===== src/rtl/rtco_consts.svh =====
// constants for the timebase oscillator control block
// assumes inclusion by rtl/rtco_top.sv only, not by rtl/rtco_pkg.sv
`ifndef RTCO_CONSTS_SVH
`define RTCO_CONSTS_SVH

// ---------------------------------------------------------------
// internal addresses
// ---------------------------------------------------------------
`define RTCO_ADDR_SNAP_FIRST 4'h0
`define RTCO_ADDR_SNAP_LAST  4'h5
`define RTCO_ADDR_CTRL       4'h6
`define RTCO_ADDR_OSC        4'h7
`define RTCO_ADDR_ALARM_FLAG_FIRST 4'h8
`define RTCO_ADDR_ALARM_FLAG_LAST  4'hd
`define RTCO_ADDR_RAM_INDEX  4'he
`define RTCO_ADDR_RAM_DATA   4'hf

// ---------------------------------------------------------------
// control register fields
// ---------------------------------------------------------------
`define RTCO_CTL_POWER 7
`define RTCO_CTL_DET   6
`define RTCO_CTL_FAIL  5
`define RTCO_CTL_RUN   4
`define RTCO_CTL_AEN   3
`define RTCO_CTL_ALARM_FLAG  2
`define RTCO_CTL_LOAD  1
`define RTCO_CTL_SNAP  0

// ---------------------------------------------------------------
// oscillator control fields
// ---------------------------------------------------------------
`define RTCO_OSC_AMP   7
`define RTCO_OSC_XTAL  6
`define RTCO_OSC_BIAS  5
`define RTCO_OSC_VALID 4
`define RTCO_OSC_BACK  0
`define RTCO_OSC_WMASK 8'he0

// ---------------------------------------------------------------
// reset values and timing
// ---------------------------------------------------------------
`define RTCO_CTRL_RESET  8'h00
`define RTCO_OSC_RESET   8'h00
`define RTCO_BYTE_RESET  8'hff
`define RTCO_CLK_MHZ     250
`define RTCO_STUCK_NS    50000
`define RTCO_STUCK_CYC   ((`RTCO_STUCK_NS * `RTCO_CLK_MHZ) / 1000)
`define RTCO_VALID_CYC   64

`endif


===== src/rtl/rtco_pkg.sv =====
// types of the timebase oscillator control block
// assumes the constants header is on the include path
package rtco_pkg;
  typedef enum logic [2:0] {
    RTCO_ACC_IDLE  = 3'b001,
    RTCO_ACC_WRITE = 3'b010,
    RTCO_ACC_READ  = 3'b100
  } rtco_acc_t;
  typedef logic [46:0] rtco_count_t;
endpackage


===== src/rtl/rtco_top.sv =====
// timebase oscillator control, timer, alarm and stuck-clock detector
// assumes a host driving the indirect address and data ports on clk
//
// Overview of operation
// - timer logic counts only timebase clock edges
// - mode bit selects crystal or self-oscillate
// - bias double picks 20 or 40 kHz
// - self-oscillate mode runs with no wait
// - oscillator bit 7 enables amplitude control
// - oscillator bit 5 doubles bias current
// - control bit 6 enables stuck-clock detector
// - timebase stuck over 50 us sets fail
// - stuck timeout sets fail and pulses stuck_clock_event if enabled
// - timebase usable as system clock and pin
// - address increments after snapshot or alarm access
// - control reached only indirectly at address 0x06
// - internal addresses decode to the register map; 0x0e and 0x0f read 0x00 and ignore writes
// - running timer increments once per timebase cycle
// - timer at or above alarm sets flag
`timescale 1ns/10ps
`include "rtco_consts.svh"

module rtco_top #(
  parameter int STUCK_CYC = `RTCO_STUCK_CYC,
  parameter int VALID_CYC = `RTCO_VALID_CYC
) (
  input  wire logic       clk,
  input  wire logic       rstn,
  input  wire logic       addr_wr,
  input  wire logic [3:0] addr_wdata,
  input  wire logic       data_wr,
  input  wire logic       data_rd,
  input  wire logic [7:0] data_wdata,
  input  wire logic       timebase_in,
  input  wire logic       backup_supply_in,
  output logic      [3:0] internal_address_field,
  output logic      [7:0] indirect_data_port,
  output logic            osc_power_enable,
  output logic            crystal_mode_select,
  output logic            amplitude_control_enable,
  output logic            bias_double_enable,
  output logic            rtc_timebase_clock,
  output logic            stuck_clock_event,
  output logic            alarm_event
);

  // ---------------------------------------------------------------
  // reset release and input synchronisers
  // ---------------------------------------------------------------
  logic [1:0] rst_sync;
  logic       rst_n;
  logic [1:0] tb_sync;
  logic [1:0] bk_sync;
  logic       tb_prev;
  always_ff @(posedge clk or negedge rstn)
    if (!rstn)
      rst_sync <= 2'b00;
    else
      rst_sync <= {rst_sync[0], 1'b1};
  assign rst_n = rst_sync[1];
  always_ff @(posedge clk or negedge rst_n)
    if (!rst_n)
    begin
      tb_sync <= 2'b00;
      bk_sync <= 2'b00;
      tb_prev <= 1'b0;
    end
    else
    begin
      tb_sync <= {tb_sync[0], timebase_in};
      bk_sync <= {bk_sync[0], backup_supply_in};
      tb_prev <= tb_sync[1];
    end
  logic tb_rise;
  logic tb_edge;
  assign tb_rise = tb_sync[1] & ~tb_prev;
  assign tb_edge = tb_sync[1] ^ tb_prev;
  // ---------------------------------------------------------------
  // registers and helpers
  // ---------------------------------------------------------------
  logic [7:0]           ctrl;
  logic [7:0]           osc;
  logic [7:0]           snap [6];
  logic [7:0]           alarm_flag [6];
  rtco_pkg::rtco_count_t timer;
  rtco_pkg::rtco_acc_t  acc;
  logic [31:0]          stuck_cnt;
  logic [31:0]          valid_cnt;
  logic                 osc_ok;
  logic                 stuck_hit;

  function automatic logic is_auto(input logic [3:0] a);
    is_auto = (a <= `RTCO_ADDR_SNAP_LAST) ||
              (a >= `RTCO_ADDR_ALARM_FLAG_FIRST && a <= `RTCO_ADDR_ALARM_FLAG_LAST);
  endfunction
  function automatic logic [2:0] byte_idx(input logic [3:0] a);
    byte_idx = a[3] ? 3'(a - `RTCO_ADDR_ALARM_FLAG_FIRST) : a[2:0];
  endfunction
  function automatic rtco_pkg::rtco_count_t pack47(input logic [7:0] b [6]);
    pack47 = {b[5], b[4], b[3], b[2], b[1], b[0][7:1]};
  endfunction
  rtco_pkg::rtco_count_t alarm_target;
  assign alarm_target = pack47(alarm_flag);
  // ---------------------------------------------------------------
  // access decode
  // ---------------------------------------------------------------
  always_comb
    if (data_wr)
      acc = rtco_pkg::RTCO_ACC_WRITE;
    else if (data_rd)
      acc = rtco_pkg::RTCO_ACC_READ;
    else
      acc = rtco_pkg::RTCO_ACC_IDLE;
  // ---------------------------------------------------------------
  // internal address field
  // ---------------------------------------------------------------
  always_ff @(posedge clk or negedge rst_n)
    if (!rst_n)
      internal_address_field <= 4'h0;
    else if (addr_wr)
      internal_address_field <= addr_wdata;
    else if (acc != rtco_pkg::RTCO_ACC_IDLE &&
             is_auto(internal_address_field))
      internal_address_field <= internal_address_field + 4'h1;
  // ---------------------------------------------------------------
  // read data
  // ---------------------------------------------------------------
  always_ff @(posedge clk or negedge rst_n)
    if (!rst_n)
      indirect_data_port <= 8'h00;
    else if (acc == rtco_pkg::RTCO_ACC_READ)
      unique case (1'b1)
        internal_address_field == `RTCO_ADDR_CTRL:
          indirect_data_port <= ctrl;
        internal_address_field == `RTCO_ADDR_OSC:
          indirect_data_port <= osc;
        internal_address_field <= `RTCO_ADDR_SNAP_LAST:
          indirect_data_port <= snap[byte_idx(internal_address_field)];
        internal_address_field >= `RTCO_ADDR_ALARM_FLAG_FIRST &&
        internal_address_field <= `RTCO_ADDR_ALARM_FLAG_LAST:
          indirect_data_port <= alarm_flag[byte_idx(internal_address_field)];
        default:
          indirect_data_port <= 8'h00;
      endcase

  // ---------------------------------------------------------------
  // control register
  // ---------------------------------------------------------------
  logic ctl_wr;
  logic osc_wr;
  logic alarm_hit;
  assign ctl_wr = data_wr && internal_address_field == `RTCO_ADDR_CTRL;
  assign osc_wr = data_wr && internal_address_field == `RTCO_ADDR_OSC;
  assign alarm_hit = ctrl[`RTCO_CTL_AEN] && timer >= alarm_target;
  always_ff @(posedge clk or negedge rst_n)
    if (!rst_n)
      ctrl <= `RTCO_CTRL_RESET;
    else
    begin
      if (ctl_wr)
        ctrl <= data_wdata;
      else
      begin
        ctrl[`RTCO_CTL_LOAD] <= 1'b0;
        ctrl[`RTCO_CTL_SNAP] <= 1'b0;
      end
      if (stuck_hit)
        ctrl[`RTCO_CTL_FAIL] <= 1'b1;
      if (alarm_hit)
        ctrl[`RTCO_CTL_ALARM_FLAG] <= 1'b1;
    end

  // ---------------------------------------------------------------
  // oscillator control register
  // ---------------------------------------------------------------
  always_ff @(posedge clk or negedge rst_n)
    if (!rst_n)
      osc <= `RTCO_OSC_RESET;
    else
    begin
      if (osc_wr)
        osc[7:5] <= data_wdata[7:5];
      osc[`RTCO_OSC_VALID] <= osc_ok && ctrl[`RTCO_CTL_POWER];
      osc[3:1] <= 3'b000;
      osc[`RTCO_OSC_BACK] <= bk_sync[1];
    end

  // ---------------------------------------------------------------
  // oscillator valid qualifier
  // ---------------------------------------------------------------
  always_ff @(posedge clk or negedge rst_n)
    if (!rst_n)
    begin
      valid_cnt <= 32'h0;
      osc_ok    <= 1'b0;
    end
    else if (!ctrl[`RTCO_CTL_POWER])
    begin
      valid_cnt <= 32'h0;
      osc_ok    <= 1'b0;
    end
    else if (!osc[`RTCO_OSC_XTAL])
      osc_ok <= 1'b1;
    else if (tb_rise)
    begin
      if (valid_cnt >= 32'(VALID_CYC))
        osc_ok <= 1'b1;
      else
        valid_cnt <= valid_cnt + 32'h1;
    end

  // ---------------------------------------------------------------
  // stuck-clock detector
  // ---------------------------------------------------------------
  always_ff @(posedge clk or negedge rst_n)
    if (!rst_n)
    begin
      stuck_cnt <= 32'h0;
      stuck_hit <= 1'b0;
    end
    else if (!ctrl[`RTCO_CTL_DET] || tb_edge)
    begin
      stuck_cnt <= 32'h0;
      stuck_hit <= 1'b0;
    end
    else if (stuck_cnt == 32'(STUCK_CYC))
    begin
      stuck_cnt <= stuck_cnt + 32'h1;
      stuck_hit <= 1'b1;
    end
    else
    begin
      stuck_hit <= 1'b0;
      if (stuck_cnt <= 32'(STUCK_CYC))
        stuck_cnt <= stuck_cnt + 32'h1;
    end

  // ---------------------------------------------------------------
  // timer, snapshot and alarm bytes
  // ---------------------------------------------------------------
  always_ff @(posedge clk or negedge rst_n)
    if (!rst_n)
      timer <= '0;
    else if (ctrl[`RTCO_CTL_LOAD])
      timer <= pack47(snap);
    else if (ctrl[`RTCO_CTL_RUN] && tb_rise)
      timer <= timer + 47'h1;
  always_ff @(posedge clk or negedge rst_n)
    if (!rst_n)
      for (int i = 0; i < 6; i++)
      begin
        snap[i] <= `RTCO_BYTE_RESET;
        alarm_flag[i] <= `RTCO_BYTE_RESET;
      end
    else
    begin
      if (data_wr && internal_address_field <= `RTCO_ADDR_SNAP_LAST)
        snap[byte_idx(internal_address_field)] <= data_wdata;
      else if (ctrl[`RTCO_CTL_SNAP])
        {snap[5], snap[4], snap[3], snap[2], snap[1], snap[0]} <=
          {timer, 1'b0};
      if (data_wr && internal_address_field >= `RTCO_ADDR_ALARM_FLAG_FIRST &&
          internal_address_field <= `RTCO_ADDR_ALARM_FLAG_LAST)
        alarm_flag[byte_idx(internal_address_field)] <= data_wdata;
    end

  // ---------------------------------------------------------------
  // oscillator controls and event outputs
  // ---------------------------------------------------------------
  always_ff @(posedge clk or negedge rst_n)
    if (!rst_n)
    begin
      osc_power_enable         <= 1'b0;
      crystal_mode_select      <= 1'b0;
      amplitude_control_enable <= 1'b0;
      bias_double_enable       <= 1'b0;
      rtc_timebase_clock       <= 1'b0;
      stuck_clock_event        <= 1'b0;
      alarm_event              <= 1'b0;
    end
    else
    begin
      osc_power_enable         <= ctrl[`RTCO_CTL_POWER];
      crystal_mode_select      <= osc[`RTCO_OSC_XTAL];
      amplitude_control_enable <= osc[`RTCO_OSC_AMP];
      bias_double_enable       <= osc[`RTCO_OSC_BIAS];
      rtc_timebase_clock       <= tb_sync[1] & ctrl[`RTCO_CTL_POWER];
      stuck_clock_event        <= stuck_hit;
      alarm_event              <= alarm_hit;
    end

endmodule

===== config.mk =====
export PLATFORM = sky130hd
export DESIGN_NAME = rtco_top
export DESIGN_NICKNAME = d
export VERILOG_FILES = /design/src/rtl/rtco_pkg.sv /design/src/rtl/rtco_top.sv
export VERILOG_INCLUDE_DIRS = /design/src /design/src/rtl
export SDC_FILE = /design/constraint.sdc
export NUM_CORES = 1
export LEC_CHECK = 0
export ABC_AREA = 1
export BUFFER_PORTS_ARGS = -buffer_cell sky130_fd_sc_hd__buf_4
export CORE_MARGIN = 2
export CORE_UTILIZATION = 35
export CTS_BUF_LIST = sky130_fd_sc_hd__clkbuf_4 sky130_fd_sc_hd__clkbuf_8
export CTS_CLUSTER_DIAMETER = 80
export DETAILED_ROUTE_END_ITERATION = 8
export PLACE_DENSITY_LB_ADDON = 0.3
export SLEW_MARGIN = 30
export SYNTH_ARGS = -nofsm -noshare
export SYNTH_HDL_FRONTEND = slang
export SYNTH_SLANG_ARGS = --single-unit

===== constraint.sdc =====
create_clock -name clk -period 18.57 [get_ports clk]
set_input_delay 5.571 -clock clk [delete_from_list [all_inputs] [get_ports clk]]
set_output_delay 5.571 -clock clk [all_outputs]
set_load 0.005 [all_outputs]

==> results.sh <==
export IMPL_wirelength_um=45600
export IMPL_skew_ns=0.0423
export IMPL_final_cell_mix="nand2_1 (431), inv_1 (278), nor2_1 (181)"
export IMPL_cpMaxStageDelayCell="dfrtp_1"
export IMPL_synth_xor_area_share_pct=2.62
export IMPL_synthTopCellsByArea="dfrtp_1 (27%), dfstp_2 (18%), nand2_1 (12%)"
export IMPL_fmax_ghz=0.138
export IMPL_grt_max_degree=65
export IMPL_dpl_hpwl_um=32700
export IMPL_ys_ff_latch=248
export IMPL_crit_chain="buf_4"
export IMPL_first_global_vias=11957
export IMPL_cap_viol_max_count=0
export IMPL_ir_worst_vdd_uv=52.4
export IMPL_synth_compound_area_share_pct=13.8
export IMPL_initial_core_util_pct=35.4
export IMPL_worstSetupStartpoint="internal_address_field[2]"
export IMPL_p_sw_share_pct=41.3
export IMPL_rows=73
export IMPL_area_growth_pct=12.5
export IMPL_r2r_setup_slack_ns=14.42
export IMPL_worstMarginPinSlew_ns=0.993
export IMPL_dr_pass1_iters=6
export IMPL_drcViolationCount=0
export IMPL_p_switching_uw=1010
export IMPL_cpLargestDelayFamily="flip-flops"
export IMPL_wl_per_cell_um=18.9
export IMPL_cts_sinks=248
export IMPL_ctsResizeCount=0
export IMPL_drt_vias_per_instance=5.23
export IMPL_routabilityCongestion=0.960
export IMPL_cts_path_max_buffers=3
export IMPL_worstSetupPathType="register to output port"
export IMPL_ys_warn_count=0
export IMPL_min_from="bk_sync[0]"
export IMPL_drive_gt1_share_pct=14.1
export IMPL_clk_pin_slew_ns=0.06
export IMPL_grt_ovfl_total=0
export IMPL_rsz0062_at_grt="false"
export IMPL_antenna_found_initial=0
export IMPL_finalSetupViolations=0
export IMPL_synth_distinct_cells=44
export IMPL_syn_num_nets=1891
export IMPL_maxSlewHeadroom_pct=33.7
export IMPL_reg2regPathDepth=10
export IMPL_timing_rr_start="internal_address_field[0]"
export IMPL_portBuffers=37
export IMPL_arrival_ns=1.65
export IMPL_p_int_uw=1440
export IMPL_final_antenna_net_count=0
export IMPL_io_pins=38
export IMPL_num_antenna_cells=0
export IMPL_p_clk_share_pct=23.5
export IMPL_finalNetCount=1926
export IMPL_fin_crit_ns=7.22
export IMPL_cp_depth=1
export IMPL_p_per_area_nw_per_um2=155
export IMPL_layout_commonest_cell="nand2_1"
export IMPL_cp_data_required_time_ns=13.00
export IMPL_cp_start_kind="register"
export IMPL_cp_num_buf_inv=1
export IMPL_place_ws_ns=10.92
export IMPL_synth_top_family_by_area="simple AND/OR/NAND/NOR gates"
export IMPL_yosys_area_top_type_share_pct=27.1
export IMPL_critPathMaxStageDelay_ns=0.85
export IMPL_fin_ws_ns=11.35
export IMPL_cts_buffers=44
export IMPL_p_seq_share_pct=40.5
export IMPL_worst_path_max_fanout=24
export IMPL_netlist_instances=1815
export IMPL_synth_simple_area_share_pct=24.1
export IMPL_cts_tree="built"
export IMPL_final_util_pct=39.8
export IMPL_yosys_most_used_dff="dfrtp_1"
export IMPL_grt_usage_pct=22.0
export IMPL_synth_area_leader_cell="dfrtp_1"
export IMPL_cts_setup_buffers=0
export IMPL_clock_root_buffer="clkbuf_8"
export IMPL_rr_endpoint="snap[37]"
export IMPL_drv_slew=0
export IMPL_muxShareOfSynthArea_pct=0
export IMPL_postSynthAreaPerCell_sq_um=7.74
export IMPL_core_area_sq_um=39600
export IMPL_ys_seq_area_share_pct=45.0
export IMPL_leakage_uw=0.00707
export IMPL_whs_ns=0.352
export IMPL_fin_crit_sh_pct=38.9
export IMPL_critPathCaptureType="output port"
export IMPL_grt_pass1_wl_um=70300
export IMPL_fp_dieH_um=204
export IMPL_num_vias=12616
export IMPL_fin_setup_tns_ns=0
export IMPL_clk_insertion_delay_late_ns=0.60
export IMPL_hold_violations=0
export IMPL_die_area_sq_um=41700
export IMPL_cts_hold_buffers=0
export IMPL_hp_class="register to register"
export IMPL_combPwrFrac_pct=36.0
export IMPL_syn_area_sq_um=14000
export IMPL_status="finished clean"
export IMPL_die_x_um=204
export IMPL_h_tree_depth=2
export IMPL_detail_route_iter0_violations=1410
export IMPL_async_flop_share_pct=100
export IMPL_synth_edf_count=0
export IMPL_synthAdderAreaFrac_pct=5.08
export IMPL_cp_endpoint="internal_address_field[2]"
[flip-flops by register name, summed over array words and instances (netlist names), 2 cells and up]
signal / cells
timer: 47
bk_sync: 2
snap: 48
alarm_flag: 48
indirect_data_port: 8
rst_sync: 2
internal_address_field: 4
valid_cnt: 32
osc: 5
stuck_cnt: 32
ctrl: 8
tb_sync: 2
[power by group through the flow]
stage | combinational (uW) | sequential [uW] | clock [uW]
final | 882 | 992 | 576
after global routing | 998 | 1010 | 612
after CTS | 870 | 986 | 588
after detailed placement | 865 | 992 | 0
after global placement | 841 | 992 | 0
after floorplan | 635 | 902 | 0
[cell families (layout without fill, tap and decap cells)]
logic type	after synthesis	count (layout)
and+or+nand+nor	793	793
buffers and inverters	340	410
AOI/OAI and AO/OA	334	334
DFF	248	248
adders and majority gates	57	57
xor gates and xnor gates	42	42
other	1	1
[metrics by stage]
step	power [uW]	instance area [sq um]	std cells
3_3_place_gp	1830	14800	2328
3_5_place_dp	1860	14800	2328
5_1_grt	2620	15800	2410
4_1_cts	2440	15800	2409
6_report	2450	15800	2410
2_1_floorplan	1540	14000	1815
[cell type report]
type,instances,area [sq um]
clock buffers,74,906
multi-input cells,1227,6410
repair buffers,45,335
flip-flops and latches,248,6330
inverters,284,1070
well taps,525,657
fillers,4068,23800
clock inverters,7,90.1
[metal layers]
layer  track usage [%]  routed length, um  up-vias
met5                 0                  0        -
met4              9.58               2070        0
met3              4.03               3680      116
met2              34.4              20300      594
met1              29.7              19500     5942
li1                  -                  -     5964
[worst min path at each step]
stage	end	slack, ns	cells after the start
floorplan	bk_sync[1]	0.33	0
global placement	rst_sync[1]	0.34	0
detailed placement	bk_sync[1]	0.34	0
CTS	bk_sync[1]	0.35	0
global route	rst_sync[1]	0.35	0
finish	bk_sync[1]	0.35	0
[cell usage after synthesis (all sizes together) (24+ instances only)]
cell type / n
o22ai: 54
nand3: 93
nand4: 28
nor3: 25
dfrtp: 152
xor2: 39
clkbuf: 31
buf: 25
nand2: 446
a21oi: 57
dfstp: 96
o21ai: 159
nor2: 194
ha: 57
o221ai: 24
inv: 281
Power figures use the tool's default switching activity.
